===== src/hdl/jcmd_pkg.sv =====
/*
  jcmd_pkg: register indices, field positions, reset values, timing constants
  and carrier structs for the jack clamp and mic detect block.
  Assumes a 125 MHz register clock and an AXI4-Lite master with 32-bit data.
*/
package jcmd_pkg;
  // register indices; byte address is four times the index
  localparam logic [13:0] IDX_ACC_MODE = 14'h0293;
  localparam logic [13:0] IDX_CLAMP_CTRL = 14'h02A2;
  localparam logic [13:0] IDX_MIC_DET1 = 14'h02A3;
  localparam logic [13:0] IDX_MIC_DET2 = 14'h02A4;
  localparam logic [13:0] IDX_RESULT = 14'h02A5;
  localparam logic [13:0] IDX_ADC_RESULT = 14'h02A6;
  localparam logic [13:0] IDX_EVENT_MASK = 14'h02A7;
  localparam logic [13:0] IDX_SWITCH_CTRL = 14'h0C18;
  localparam logic [13:0] IDX_RAW_STATUS = 14'h0D55;
  localparam logic [13:0] IDX_DEBOUNCE_CTRL = 14'h0D56;

  // field positions
  localparam int POS_JACK_STS = 0;
  localparam int POS_CLAMP_STS = 3;
  localparam int POS_JACK_DB = 0;
  localparam int POS_CLAMP_DB = 3;
  localparam int POS_SENSE_SEL = 13;
  localparam int POS_DBTIME = 1;
  localparam int POS_REF_SEL = 4;
  localparam int POS_RATE = 8;
  localparam int POS_START_TIME = 12;

  // values after reset
  localparam logic [3:0] RST_RATE = 4'h1;
  localparam logic [3:0] RST_START_TIME = 4'h1;
  localparam logic RST_DBTIME = 1'b1;
  localparam logic [7:0] RST_LEVEL_MASK = 8'h9F;

  // detect modes and bus answers
  localparam logic [2:0] MODE_DISCRETE = 3'h0;
  localparam logic [2:0] MODE_ADC = 3'h7;
  localparam logic [1:0] RESP_OKAY = 2'h0;
  localparam logic [1:0] RESP_SLVERR = 2'h2;

  // timing: 0.25 ms base step of the measurement interval
  localparam int CLK_PERIOD_PS = 8000;
  localparam int BASE_STEP_US_X100 = 25000;
  localparam int BASE_STEP_CYCLES = (BASE_STEP_US_X100 * 10) / (CLK_PERIOD_PS / 1000);
  localparam logic [3:0] RATE_CODE_MAX = 4'hB;
  localparam logic [1:0] DB_TICKS = 2'h2;

  typedef enum logic [1:0] {
    JCMD_IDLE = 2'b00,
    JCMD_MEASURE = 2'b01,
    JCMD_WAIT = 2'b10
  } jcmd_state_t;

  typedef struct packed {
    logic [15:0] awaddr;
    logic awvalid;
    logic [31:0] wdata;
    logic [3:0] wstrb;
    logic wvalid;
    logic bready;
    logic [15:0] araddr;
    logic arvalid;
    logic rready;
  } jcmd_axi_req_t;

  typedef struct packed {
    logic awready;
    logic wready;
    logic [1:0] bresp;
    logic bvalid;
    logic arready;
    logic [31:0] rdata;
    logic [1:0] rresp;
    logic rvalid;
  } jcmd_axi_rsp_t;

  // answer of the analogue impedance front end, same clock domain
  typedef struct packed {
    logic done;
    logic [2:0] level;
    logic none;
    logic [6:0] adc;
  } jcmd_meas_t;

  // controls toward the analogue side
  typedef struct packed {
    logic meas_req;
    logic adc_mode;
    logic sense_pin_select;
    logic [1:0] detect_reference_select;
    logic [2:0] bias_output_enable;
    logic [7:0] level_enable_mask;
    logic clamp_short;
    logic switch_closed;
  } jcmd_ana_t;
endpackage


===== src/hdl/jcmd_top.sv =====
/*
  jcmd_top: jack clamp logic, general switch control and microphone impedance
  detect sequencer behind an AXI4-Lite register slave.
  Assumes the analogue front end answers a request with one done pulse on the
  same clock; jack sense, gpio5 and the 32 kHz clock arrive as raw pins.
*/
// Notes on behaviour
// - clamp code 0 disables, code 1 forces clamp on, 2 and 3 reserved
// - codes 4 to 7 clamp on jack low, jack high, gpio5 low, gpio5 high
// - codes 8 to B clamp when jack or gpio5 matches its level
// - codes C to F clamp only when jack and gpio5 both match
// - switch code 00 keeps switch open, 01 keeps it closed
// - switch code 10 closes while clamped, 11 closes while unclamped
// - raw status bit 3 shows the clamp state, read only
// - discrete mode reports one of 8 levels, ADC mode a 7-bit value
// - selected bias output turns on by itself while detecting
// - sense pin select routes detection to pin a or pin b
// - reference select picks mic supply or one of three bias outputs
// - detection runs when enabled with mode 000 or 111
// - measurements repeat with the programmed gap between them
// - discrete result accepted after 2 or 4 equal measurements
// - valid flag sets on settled result, holds while enabled, fields follow
// - level tests 0 to 4 and 7 enabled or skipped by their mask bits, tests 5 and 6 always off
// - ADC mode stores latest value and difference from previous
// - jack and clamp debounce run on 32 kHz ticks
// - clamp rise and fall each give a maskable event
// - interval codes 0 continuous, then 0.25 ms doubling to 512 ms
module jcmd_top #(
  parameter int unsigned BASE_STEP = jcmd_pkg::BASE_STEP_CYCLES
) (
  input wire logic aclk,
  input wire logic aresetn,
  input wire logic ce,
  input wire jcmd_pkg::jcmd_axi_req_t axi_req,
  output jcmd_pkg::jcmd_axi_rsp_t axi_rsp,
  input wire logic jack_sense_signal,
  input wire logic gpio5_input_signal,
  input wire logic clk32_pin,
  input wire jcmd_pkg::jcmd_meas_t meas,
  output jcmd_pkg::jcmd_ana_t ana,
  output logic clamp_rise_event,
  output logic clamp_fall_event
);

  typedef struct packed {
    logic [2:0] jk_sync;
    logic [2:0] gp_sync;
    logic [2:0] ck_sync;
    logic jk_f;
    logic gp_f;
    logic ck_f;
    logic jack_db;
    logic [1:0] jack_cnt;
    logic clamp;
    logic [1:0] clamp_cnt;
    logic [3:0] clamp_mode;
    logic [1:0] sw_mode;
    logic jd_db_en;
    logic cl_db_en;
    logic acc_src;
    logic [2:0] acc_mode;
    logic [3:0] start_time;
    logic [3:0] rate;
    logic [1:0] ref_sel;
    logic db4;
    logic det_en;
    logic [7:0] lvl_mask;
    logic [1:0] evt_en;
    jcmd_pkg::jcmd_state_t state;
    logic [31:0] wait_cnt;
    logic [2:0] last_lvl;
    logic [2:0] same_cnt;
    logic valid;
    logic present;
    logic [2:0] level;
    logic [6:0] adc_val;
    logic [7:0] adc_delta;
    logic have_prev;
    jcmd_pkg::jcmd_ana_t ana;
    logic rise_evt;
    logic fall_evt;
    logic aw_ok;
    logic w_ok;
    logic [15:0] awaddr;
    logic [15:0] wdata;
    logic [1:0] wstrb;
    jcmd_pkg::jcmd_axi_rsp_t rsp;
  } jcmd_regs_t;

  jcmd_regs_t r;
  jcmd_regs_t nxt;

  function automatic logic clamp_eval(input logic [3:0] code, input logic jk, input logic gp);
    logic res;
    res = 1'b0;
    case (code[3:2])
      2'b00: res = (code[1:0] == 2'h1);
      2'b01: res = code[1] ? (gp == code[0]) : (jk == code[0]);
      2'b10: res = (jk == code[1]) || (gp == code[0]);
      default: res = (jk == code[1]) && (gp == code[0]);
    endcase
    return res;
  endfunction

  function automatic logic [31:0] gap_cycles(input logic [3:0] code, input int unsigned base);
    logic [31:0] res;
    res = 32'h0;
    if (code == 4'h0) begin
      res = 32'h0;
    end else if (code > jcmd_pkg::RATE_CODE_MAX) begin
      res = 32'(base) << 11;
    end else begin
      res = 32'(base) << (code - 4'h1);
    end
    return res;
  endfunction

  logic running;
  logic clamp_raw;
  logic ck_tick;
  logic [13:0] widx;
  logic [13:0] ridx;
  logic [15:0] rword;
  logic rhit;
  logic whit;
  logic [2:0] cnt_inc;

  always_comb begin
    nxt = r;
    running = 1'b0;
    clamp_raw = 1'b0;
    ck_tick = 1'b0;
    rword = 16'h0;
    rhit = 1'b1;
    whit = 1'b1;
    cnt_inc = 3'h0;
    widx = r.awaddr[15:2];
    ridx = axi_req.araddr[15:2];
    nxt.rise_evt = 1'b0;
    nxt.fall_evt = 1'b0;

    // pins: three stages, a change counts once stages two and three agree
    nxt.jk_sync = {r.jk_sync[1:0], jack_sense_signal};
    nxt.gp_sync = {r.gp_sync[1:0], gpio5_input_signal};
    nxt.ck_sync = {r.ck_sync[1:0], clk32_pin};
    if (r.jk_sync[1] == r.jk_sync[2]) begin
      nxt.jk_f = r.jk_sync[2];
    end
    if (r.gp_sync[1] == r.gp_sync[2]) begin
      nxt.gp_f = r.gp_sync[2];
    end
    if (r.ck_sync[1] == r.ck_sync[2]) begin
      nxt.ck_f = r.ck_sync[2];
    end
    ck_tick = nxt.ck_f && !r.ck_f;

    if (!r.jd_db_en || r.jk_f == r.jack_db) begin
      nxt.jack_db = r.jk_f;
      nxt.jack_cnt = 2'h0;
    end else if (ck_tick) begin
      nxt.jack_cnt = r.jack_cnt + 2'h1;
      if (nxt.jack_cnt == jcmd_pkg::DB_TICKS) begin
        nxt.jack_db = r.jk_f;
        nxt.jack_cnt = 2'h0;
      end
    end

    clamp_raw = clamp_eval(r.clamp_mode, r.jack_db, r.gp_f);
    // clamp debounce on 32 kHz ticks
    if (!r.cl_db_en || clamp_raw == r.clamp) begin
      nxt.clamp = clamp_raw;
      nxt.clamp_cnt = 2'h0;
    end else if (ck_tick) begin
      nxt.clamp_cnt = r.clamp_cnt + 2'h1;
      if (nxt.clamp_cnt == jcmd_pkg::DB_TICKS) begin
        nxt.clamp = clamp_raw;
        nxt.clamp_cnt = 2'h0;
      end
    end
    nxt.rise_evt = nxt.clamp && !r.clamp && r.evt_en[0];
    nxt.fall_evt = !nxt.clamp && r.clamp && r.evt_en[1];

    case (r.sw_mode)
      2'h0: nxt.ana.switch_closed = 1'b0;
      2'h1: nxt.ana.switch_closed = 1'b1;
      2'h2: nxt.ana.switch_closed = r.clamp;
      default: nxt.ana.switch_closed = !r.clamp;
    endcase
    nxt.ana.clamp_short = r.clamp;

    // detection runs only in the two mic modes
    running = r.det_en && (r.acc_mode == jcmd_pkg::MODE_DISCRETE ||
      r.acc_mode == jcmd_pkg::MODE_ADC);
    if (!running) begin
      nxt.state = jcmd_pkg::JCMD_IDLE;
      nxt.ana.meas_req = 1'b0;
      nxt.valid = 1'b0;
      nxt.have_prev = 1'b0;
      nxt.same_cnt = 3'h0;
    end else begin
      case (r.state)
        jcmd_pkg::JCMD_IDLE: begin
          nxt.state = jcmd_pkg::JCMD_MEASURE;
          nxt.ana.meas_req = 1'b1;
        end
        jcmd_pkg::JCMD_MEASURE: begin
          if (meas.done) begin
            nxt.ana.meas_req = 1'b0;
            // gap from end of one measurement to next start
            nxt.wait_cnt = gap_cycles(r.rate, BASE_STEP);
            nxt.state = jcmd_pkg::JCMD_WAIT;
            if (r.acc_mode == jcmd_pkg::MODE_ADC) begin
              nxt.adc_val = meas.adc;
              nxt.adc_delta = {1'b0, meas.adc} - {1'b0, r.adc_val};
              nxt.have_prev = 1'b1;
              // valid once two samples give a difference
              nxt.valid = r.valid || r.have_prev;
            end else begin
              cnt_inc = (r.same_cnt == 3'h7) ? r.same_cnt : r.same_cnt + 3'h1;
              nxt.same_cnt = (r.have_prev && meas.level == r.last_lvl) ? cnt_inc : 3'h1;
              nxt.last_lvl = meas.level;
              nxt.have_prev = 1'b1;
              if (nxt.same_cnt >= (r.db4 ? 3'h4 : 3'h2)) begin
                nxt.level = meas.level;
                nxt.present = !meas.none;
                nxt.valid = 1'b1;
              end
            end
          end
        end
        jcmd_pkg::JCMD_WAIT: begin
          if (r.wait_cnt <= 32'h1) begin
            nxt.state = jcmd_pkg::JCMD_MEASURE;
            nxt.ana.meas_req = 1'b1;
            nxt.wait_cnt = 32'h0;
          end else begin
            nxt.wait_cnt = r.wait_cnt - 32'h1;
          end
        end
        default: nxt.state = jcmd_pkg::JCMD_IDLE;
      endcase
    end

    // bias turned on for the chosen reference while detecting
    nxt.ana.bias_output_enable = 3'h0;
    if (nxt.state != jcmd_pkg::JCMD_IDLE && r.ref_sel != 2'h0) begin
      nxt.ana.bias_output_enable = 3'(3'h1 << (r.ref_sel - 2'h1));
    end
    nxt.ana.detect_reference_select = r.ref_sel;
    nxt.ana.sense_pin_select = r.acc_src;
    // per-level test enables; unused bits forced off
    nxt.ana.level_enable_mask = r.lvl_mask & 8'h9F;
    nxt.ana.adc_mode = (r.acc_mode == jcmd_pkg::MODE_ADC);

    // bus write side: address and data accepted in either order
    if (axi_req.awvalid && r.rsp.awready) begin
      nxt.aw_ok = 1'b1;
      nxt.awaddr = axi_req.awaddr;
    end
    if (axi_req.wvalid && r.rsp.wready) begin
      nxt.w_ok = 1'b1;
      nxt.wdata = axi_req.wdata[15:0];
      nxt.wstrb = axi_req.wstrb[1:0];
    end
    if (r.rsp.bvalid && axi_req.bready) begin
      nxt.rsp.bvalid = 1'b0;
    end
    if (r.aw_ok && r.w_ok && !r.rsp.bvalid) begin
      nxt.aw_ok = 1'b0;
      nxt.w_ok = 1'b0;
      nxt.rsp.bvalid = 1'b1;
      if (widx == jcmd_pkg::IDX_CLAMP_CTRL) begin
        if (r.wstrb[0]) nxt.clamp_mode = r.wdata[3:0];
      end else if (widx == jcmd_pkg::IDX_SWITCH_CTRL) begin
        if (r.wstrb[0]) nxt.sw_mode = r.wdata[1:0];
      end else if (widx == jcmd_pkg::IDX_DEBOUNCE_CTRL) begin
        if (r.wstrb[0]) begin
          nxt.jd_db_en = r.wdata[jcmd_pkg::POS_JACK_DB];
          nxt.cl_db_en = r.wdata[jcmd_pkg::POS_CLAMP_DB];
        end
      end else if (widx == jcmd_pkg::IDX_ACC_MODE) begin
        if (r.wstrb[0]) nxt.acc_mode = r.wdata[2:0];
        if (r.wstrb[1]) nxt.acc_src = r.wdata[jcmd_pkg::POS_SENSE_SEL];
      end else if (widx == jcmd_pkg::IDX_MIC_DET1) begin
        if (r.wstrb[0]) begin
          nxt.det_en = r.wdata[0];
          nxt.db4 = r.wdata[jcmd_pkg::POS_DBTIME];
          nxt.ref_sel = r.wdata[jcmd_pkg::POS_REF_SEL +: 2];
        end
        if (r.wstrb[1]) begin
          nxt.rate = r.wdata[jcmd_pkg::POS_RATE +: 4];
          nxt.start_time = r.wdata[jcmd_pkg::POS_START_TIME +: 4];
        end
      end else if (widx == jcmd_pkg::IDX_MIC_DET2) begin
        if (r.wstrb[0]) nxt.lvl_mask = r.wdata[7:0];
      end else if (widx == jcmd_pkg::IDX_EVENT_MASK) begin
        if (r.wstrb[0]) nxt.evt_en = r.wdata[1:0];
      end else if (widx == jcmd_pkg::IDX_RAW_STATUS || widx == jcmd_pkg::IDX_RESULT ||
        widx == jcmd_pkg::IDX_ADC_RESULT) begin
        whit = 1'b1;
      end else begin
        whit = 1'b0;
      end
      nxt.rsp.bresp = whit ? jcmd_pkg::RESP_OKAY : jcmd_pkg::RESP_SLVERR;
    end
    nxt.rsp.awready = !nxt.aw_ok && !nxt.rsp.bvalid;
    nxt.rsp.wready = !nxt.w_ok && !nxt.rsp.bvalid;

    // bus read side
    if (r.rsp.rvalid && axi_req.rready) begin
      nxt.rsp.rvalid = 1'b0;
    end
    if (axi_req.arvalid && r.rsp.arready) begin
      if (ridx == jcmd_pkg::IDX_CLAMP_CTRL) begin
        rword = {12'h0, r.clamp_mode};
      end else if (ridx == jcmd_pkg::IDX_SWITCH_CTRL) begin
        rword = {14'h0, r.sw_mode};
      end else if (ridx == jcmd_pkg::IDX_RAW_STATUS) begin
        // clamp flag, jack flag set on a low sense pin
        rword[jcmd_pkg::POS_CLAMP_STS] = r.clamp;
        rword[jcmd_pkg::POS_JACK_STS] = !r.jack_db;
      end else if (ridx == jcmd_pkg::IDX_DEBOUNCE_CTRL) begin
        rword[jcmd_pkg::POS_CLAMP_DB] = r.cl_db_en;
        rword[jcmd_pkg::POS_JACK_DB] = r.jd_db_en;
      end else if (ridx == jcmd_pkg::IDX_ACC_MODE) begin
        rword[jcmd_pkg::POS_SENSE_SEL] = r.acc_src;
        rword[2:0] = r.acc_mode;
      end else if (ridx == jcmd_pkg::IDX_MIC_DET1) begin
        rword = {r.start_time, r.rate, 2'h0, r.ref_sel, 2'h0, r.db4, r.det_en};
      end else if (ridx == jcmd_pkg::IDX_MIC_DET2) begin
        rword = {8'h0, r.lvl_mask};
      end else if (ridx == jcmd_pkg::IDX_RESULT) begin
        rword = {11'h0, r.level, r.present, r.valid};
      end else if (ridx == jcmd_pkg::IDX_ADC_RESULT) begin
        rword = {r.adc_delta, 1'b0, r.adc_val};
      end else if (ridx == jcmd_pkg::IDX_EVENT_MASK) begin
        rword = {14'h0, r.evt_en};
      end else begin
        rhit = 1'b0;
      end
      nxt.rsp.rvalid = 1'b1;
      nxt.rsp.rdata = {16'h0, rword};
      nxt.rsp.rresp = rhit ? jcmd_pkg::RESP_OKAY : jcmd_pkg::RESP_SLVERR;
    end
    nxt.rsp.arready = !nxt.rsp.rvalid;
  end

  always_ff @(posedge aclk) begin
    if (!aresetn) begin
      r <= '0;
      r.state <= jcmd_pkg::JCMD_IDLE;
      r.rate <= jcmd_pkg::RST_RATE;
      r.start_time <= jcmd_pkg::RST_START_TIME;
      r.db4 <= jcmd_pkg::RST_DBTIME;
      r.lvl_mask <= jcmd_pkg::RST_LEVEL_MASK;
      r.jack_db <= 1'b1;
      r.jk_f <= 1'b1;
      r.jk_sync <= 3'h7;
    end else if (ce) begin
      r <= nxt;
    end
  end

  assign axi_rsp = r.rsp;
  assign ana = r.ana;
  assign clamp_rise_event = r.rise_evt;
  assign clamp_fall_event = r.fall_evt;

  property p_switch_open;
    @(posedge aclk) disable iff (!aresetn)
    ce && r.sw_mode == 2'h0 |=> !r.ana.switch_closed;
  endproperty
  a_switch_open: assert property (p_switch_open) else $error("switch not open");

  property p_switch_clamp;
    @(posedge aclk) disable iff (!aresetn)
    ce && r.sw_mode == 2'h3 |=> r.ana.switch_closed == !$past(r.clamp);
  endproperty
  a_switch_clamp: assert property (p_switch_clamp) else $error("switch not inverse of clamp");

  property p_clamp_force;
    @(posedge aclk) disable iff (!aresetn)
    ce && r.clamp_mode == 4'h1 && !r.cl_db_en |=> r.clamp ##1 !$past(ce) || r.ana.clamp_short;
  endproperty
  a_clamp_force: assert property (p_clamp_force) else $error("forced clamp missing");

  property p_clamp_and;
    @(posedge aclk) disable iff (!aresetn)
    ce && r.clamp_mode == 4'hF && !r.cl_db_en |=> r.clamp == ($past(r.jack_db) && $past(r.gp_f));
  endproperty
  a_clamp_and: assert property (p_clamp_and) else $error("and condition wrong");

  property p_valid_drop;
    @(posedge aclk) disable iff (!aresetn)
    ce && !r.det_en |=> !r.valid && !r.ana.meas_req;
  endproperty
  a_valid_drop: assert property (p_valid_drop) else $error("valid held while disabled");

  property p_adc_delta;
    @(posedge aclk) disable iff (!aresetn)
    ce && r.det_en && r.acc_mode == 3'h7 && r.state == jcmd_pkg::JCMD_MEASURE && meas.done
    |=> r.adc_val == $past(meas.adc) &&
        r.adc_delta == 8'({1'b0, $past(meas.adc)} - {1'b0, $past(r.adc_val)});
  endproperty
  a_adc_delta: assert property (p_adc_delta) else $error("adc difference wrong");

  property p_bias_auto;
    @(posedge aclk) disable iff (!aresetn)
    r.state != jcmd_pkg::JCMD_IDLE && r.ref_sel == 2'h2 && $stable(r.ref_sel)
    |-> r.ana.bias_output_enable == 3'h2;
  endproperty
  a_bias_auto: assert property (p_bias_auto) else $error("bias not enabled");

  property p_gap_continuous;
    @(posedge aclk) disable iff (!aresetn)
    ce && running && r.rate == 4'h0 && r.state == jcmd_pkg::JCMD_WAIT
    |=> r.state == jcmd_pkg::JCMD_MEASURE && r.ana.meas_req;
  endproperty
  a_gap_continuous: assert property (p_gap_continuous) else $error("continuous gap");

  property p_bresp_hold;
    @(posedge aclk) disable iff (!aresetn)
    r.rsp.bvalid && !axi_req.bready |=> r.rsp.bvalid && $stable(r.rsp.bresp);
  endproperty
  a_bresp_hold: assert property (p_bresp_hold) else $error("write answer dropped");
endmodule


===== config.mk =====
export PLATFORM = sky130hd
export DESIGN_NAME = jcmd_top
export DESIGN_NICKNAME = d
export VERILOG_FILES = /design/src/hdl/jcmd_pkg.sv /design/src/hdl/jcmd_top.sv
export SDC_FILE = /design/constraint.sdc
export NUM_CORES = 1
export LEC_CHECK = 0
export BUFFER_PORTS_ARGS = -buffer_cell sky130_fd_sc_hd__buf_2
export CAP_MARGIN = 40
export CORE_MARGIN = 5
export CORE_UTILIZATION = 45
export DETAILED_ROUTE_END_ITERATION = 12
export GPL_TIMING_DRIVEN = 1
export PLACE_DENSITY = 0.69
export SLEW_MARGIN = 20
export SYNTH_ARGS = -nofsm -noshare
export SYNTH_HDL_FRONTEND = slang
export SYNTH_SLANG_ARGS = --single-unit

===== constraint.sdc =====
create_clock -name aclk -period 5.6 [get_ports aclk]
set_clock_uncertainty 0.2 [all_clocks]
set_input_delay 0.28 -clock aclk [delete_from_list [all_inputs] [get_ports aclk]]
set_output_delay 0.28 -clock aclk [all_outputs]
set_load 0.01 [all_outputs]

Yosys cells after proc, flatten, opt, wreduce, memory -nomap -nowiden
Index checks and enable logic that the tools add are counted.
- shift operators: 2
- $add $sub $neg: 7
- mux-type cells: 80
- $lt $le $gt $ge: 3
- reductions and logical operators: 74
- bitwise gates (word level): 7
- divide/modulo/power cells: 0
- multipliers: 0
- equality and inequality tests: 48
- operators by type and width (cell ; number):
    $eq A14 B10 Y1 const B ; 14
    $mux W16 ; 6
    $mux W32 ; 3
    $eq A14 B12 Y1 const B ; 6
    $pmux W32 S2 ; 1
    $mux W62 ; 1
    $mux W1 ; 35
    $mux W3 ; 11
    $le A32 B1 Y1 const B ; 1
    $shl A15 B4 Y32 const A ; 1
    $sub A32 B1 Y32 const B ; 1
    $mux W12 ; 2
    $mux W24 ; 1
    $mux W2 ; 10
    $reduce_and A4 Y1 ; 5
    $logic_and A1 B1 Y1 ; 18
    $reduce_and A2 Y1 ; 8
    $reduce_and A8 Y1 ; 2
    $mux W15 ; 1
    $reduce_and A5 Y1 ; 3
    $reduce_and A7 Y1 ; 2
    $logic_not A1 Y1 ; 12
    $reduce_and A6 Y1 ; 2
    $reduce_bool A2 Y1 ; 6
    32 further kinds ; 69
- output and inout bits: 61
- bits of input ports: 91
- memory bits (read-only): 0
- memories kept: 0
- bits in writable memories: 0
- word-level logic and storage cells: 277
- register bits after elaboration: 192
- latch bits: 0

Longest topological paths before layout
- word-level depth: 13
- depth in mapped cells: 11

Worst setup path after synthesis
OpenSTA, ideal clock, no wires.
- kind: register -> register
- from: reg r[172] in the netlist's numbering
- to: reg r[140] in the netlist's numbering
- cell stages (with the launch flop): 12
- path slack: 2.850 ns
- data required time: 5.281 ns
- path buffers: 3
- arrival: 2.431 ns
- cell sequence: dfxtp_1 > clkbuf_1 > inv_1 > ha_1 > clkbuf_1 > or3b_2 > and2_1 > clkbuf_1 > nand4_1 > o21ai_0 > o21a_1 > o221a_2
- word-level cells in the longest chain between the ends: 6
- elaborated cells between the ends (all ways): 8
- RTL lines (element ; line ; source):
    start: declaration ; jcmd_top.sv:90 ; jcmd_regs_t r;
    start signal: assignment ; jcmd_top.sv:360 ; r <= nxt;
    $sub A4 B1 Y4 ; jcmd_top.sv:113 ; res = 32'(base) << (code - 4'h1);
    $shl A15 B4 Y32 ; jcmd_top.sv:113 ;
    $mux W32 ; jcmd_top.sv:110 ; end else if (code > jcmd_pkg::RATE_CODE_MAX) begin
    $mux W32 (*) ; jcmd_top.sv:108 ; if (code == 4'h0) begin
    $mux W62 (*) ; jcmd_top.sv:207 ; if (meas.done) begin
    $pmux W32 S2 (*) ; jcmd_top.sv:201 ; case (r.state)
Every way passes the cells marked *; elsewhere a longest branch is shown, timed or not. The select of a mux whose other input is x is not followed.
A chain may end at the register's enable or synchronous reset.

Final worst setup path
- from: reg r[173] in the netlist's numbering
- to: reg r[140] in the netlist's numbering
Same word-level chain as after synthesis.

==> metrics.csv <==
stage;metric;value;unit
setup_path;r2r_end;r[140];
setup_path;crit_path_start;r[173];
setup_path;crit_path_end;r[140];
clock_network;htreeDepth;4;
place;port_buffers;109;
place;dpl-instance-area;0.0105;mm²
setup_path;crit_path_start_kind;flop;
setup_path;endpoint_kind;flop;
cells_and_area;layout.nets;1467;
setup_path;arrival;3.61;ns
clock_network;root_buffer;clkbuf_16;
power_and_ir_drop;power_density;244;mW/mm²
sta;period_share;61.9;%
cells_and_area;syn2layout_area_growth;14.9;%
detailed_routing;vias;9569;
sta;maxSlewViolCount;0;
place;hpwl;20100;µm
run_status;outcome;completed;
setup_path;cp_max_fo;24;
detailed_routing;ant_nets;0;
hold_path;hold_class;in2reg;
sta;hold_violations;0;
sta;setup_ws;2.14;ns
clock_network;cts_tree;yes;
sta;setup_viol;0;
setup_path;rr_startpoint;r[173];
sta;hold_ws;0.0394;ns
floorplanning;die_y;160;µm
setup_path;cpMaxStageDelayCell;ha_1;
global_route;antenna_found_initial;0;
global_route;grt_max_degree;69;
place;preCtsSetupSlack;2.27;ns
synthesis;synth_edf_count;0;
floorplanning;die_w;160;µm
detailed_routing;drc;0;
place;place.gp.congestion;0.895;
setup_path;r2r_setup_slack;2.14;ns
cells_and_area;final_cell_area;0.0117;mm²
synthesis;ys_seq_area_share;37.1;%
sta;setup_tns;0;ns
floorplanning;dieArea;0.0256;mm²
global_route;grt_pass1_vias;8869;
detailed_routing;wl_per_cell;17.5;µm
synthesis;ys.flop_type;dfxtp_1;
sta;worstMarginPinSlew;0.877;ns
flow_run;max-cap-violations;0;
cells_and_area;nFillCells;2116;
setup_path;path_class;reg2reg;
synthesis;synth_area;0.0101;mm²
detailed_routing;drt-initial-drc-count;938;
detailed_routing;drt-total-wl;28800;µm
clock_network;cts_made_buffers;17;
synthesis;netlist.area_leader.share;37.1;%
setup_path;cpPeakStageDelay;0.83;ns
cells_and_area;final_cell_mix;dfxtp_1 (188), nand2_1 (187), nor2_1 (112), buf_2 (109), a21oi_1 (101);
synthesis;synth.avg_cell_area;7.96;µm²
global_route;grt_overflow_total;0;
cells_and_area;fin_util;52.0;%
floorplanning;io_pins;152;
sta;max_freq;0.289;GHz
clock_network;clkLatencyLatePin;0.45;ns
setup_path;crit_required;5.74;ns
synthesis;syn_inst;1274;
cells_and_area;drive_gt1_share;13.2;%
synthesis;synth_cell_types;79;
setup_path;path_cells;inv_1 -> ha_1 -> ha_1 -> inv_1 -> nand4_1 -> o21ai_0 -> o21a_1 -> o221a_2;
detailed_routing;first_pass_iters;5;
synthesis;ys_async_sr_fraction;0;%
synthesis;synth_seq_cells;188;
global_route;grt_usage;22.0;%
clock_network;path_clk_slew;0.08;ns
global_route;grt_pass1_wl;46600;µm
clock_network;post-cts-setup-buffers;0;
floorplanning;initial_core_util;45.2;%
power_and_ir_drop;ir_drop;0.201;mV
clock_network;cts_sinks;188;
floorplanning;rows;55;
sta;period_minus_slack;3.46;ns
detailed_routing;vias_per_cell;5.80;
floorplanning;coreArea;0.0224;mm²
setup_path;rr_worst_depth;8;
sta;slew_headroom;41.3;%
power_and_ir_drop;cellLeakagePower;4.39;nW
clock_network;clk_path_buf_depth;2;
hold_path;holdPathStages;4;
cells_and_area;antenna_cells;0;
synthesis;ys_warn_count;0;
synthesis;synth_largest_area_cell;dfxtp_1;
synthesis;synthTopCellsByArea;dfxtp_1 (37%), nand2_1 (6.9%), mux2i_1 (5.9%);
cells_and_area;final_common_cell;dfxtp_1;
sta;rsz0062_at_grt;no;
[stage by stage]
stage	instances	power (mW)
floorplan	1293	1.51
global placement	1563	1.55
detailed placement	1567	1.55
CTS	1650	2.86
global route	1651	2.94
finish	1651	2.85
[metal layers]
| layer | global-route usage (%) | vias up | part of all wire [%] |
|---|---|---|---|
| met4 | 5.67 | 0 | 1.5 |
| met2 | 34.6 | 379 | 46 |
| met3 | 4.67 | 43 | 7.8 |
| li1 | - | 4663 | - |
| met5 | 0 | - | 0 |
| met1 | 30.9 | 4484 | 45 |
[cells by family (layout without fill, tap and decap cells)]
family,Yosys count,in the layout,synth area share (%)
mux,63,63,6.25
simple gates,497,497,24.1
other cells,1,20,0.0370
xor+xnor,11,11,0.950
flops,188,188,37.1
compound gates,321,321,20.1
fa+ha+maj,24,24,3.01
buf+inv,169,242,8.51
[critical path: cells and delay by family (launching register included)]
kind | cells | cell delay (ns)
buf+inv | 2 | 0.51
fa+ha+maj | 2 | 1.19
compound gates | 3 | 0.66
flops | 1 | 0.61
simple gates | 1 | 0.20
[cells in the mapped netlist, types with 8 or more instances]
master      n
mux2i_1    60
nand4_1    11
or4_1       9
o22ai_1    11
a21oi_1   101
or3_1      10
nor2b_1    10
nor2_1    113
nand2b_1    9
clkbuf_1   69
inv_1      39
o21ai_0    82
a22oi_1    15
buf_4      59
a31oi_1    14
nand2_1   187
and3_1      9
dfxtp_1   188
ha_1       22
a32o_1      9
o211ai_1    8
nor4_1     12
nand3_1    40
nor3_1     37
a211oi_1   12
[layout make-up]
type | count | area, µm² | share of cell area, %
inverters | 39 | 149 | 1.28
well taps | 285 | 357 | 3.06
repair buffers | 171 | 1140 | 9.80
clock buffers | 17 | 425 | 3.65
flip-flops and latches | 188 | 3760 | 32.3
clock inverters | 15 | 219 | 1.88
multi-input cells | 936 | 5600 | 48.1
[what timing repair did]
item / in CTS / in global routing
hold buffers: 51 / 0
endpoints found under the hold margin: 54 / 0
resized for setup: 0 / 0
[registers in the layout, indices dropped and copies added, names as in the netlist]
name / flops
ana: 16
axi_rsp: 23
clamp_fall_event: 1
r: 131
nxt: 16
clamp_rise_event: 1
[where the power goes]
group	internal, mW	switching (mW)	leakage, nW
combinational	0.0785	0.107	2.56
clock	0.628	0.665	0.308
sequential	1.35	0.0143	1.52
total	2.06	0.787	4.39
[how the worst min path moves through the flow]
stage / slack (ns) / to / from
2_1_floorplan: 0.19 / r[116] / meas[7]
3_3_place_gp: 0.22 / r[193] / r[193]
3_5_place_dp: 0.22 / r[196] / r[196]
4_1_cts: 0.002 / axi_rsp[36] / ce
5_1_grt: 0.05 / ana[14] / aresetn
6_report: 0.04 / axi_rsp[36] / ce
Power figures use the tool's default switching activity.
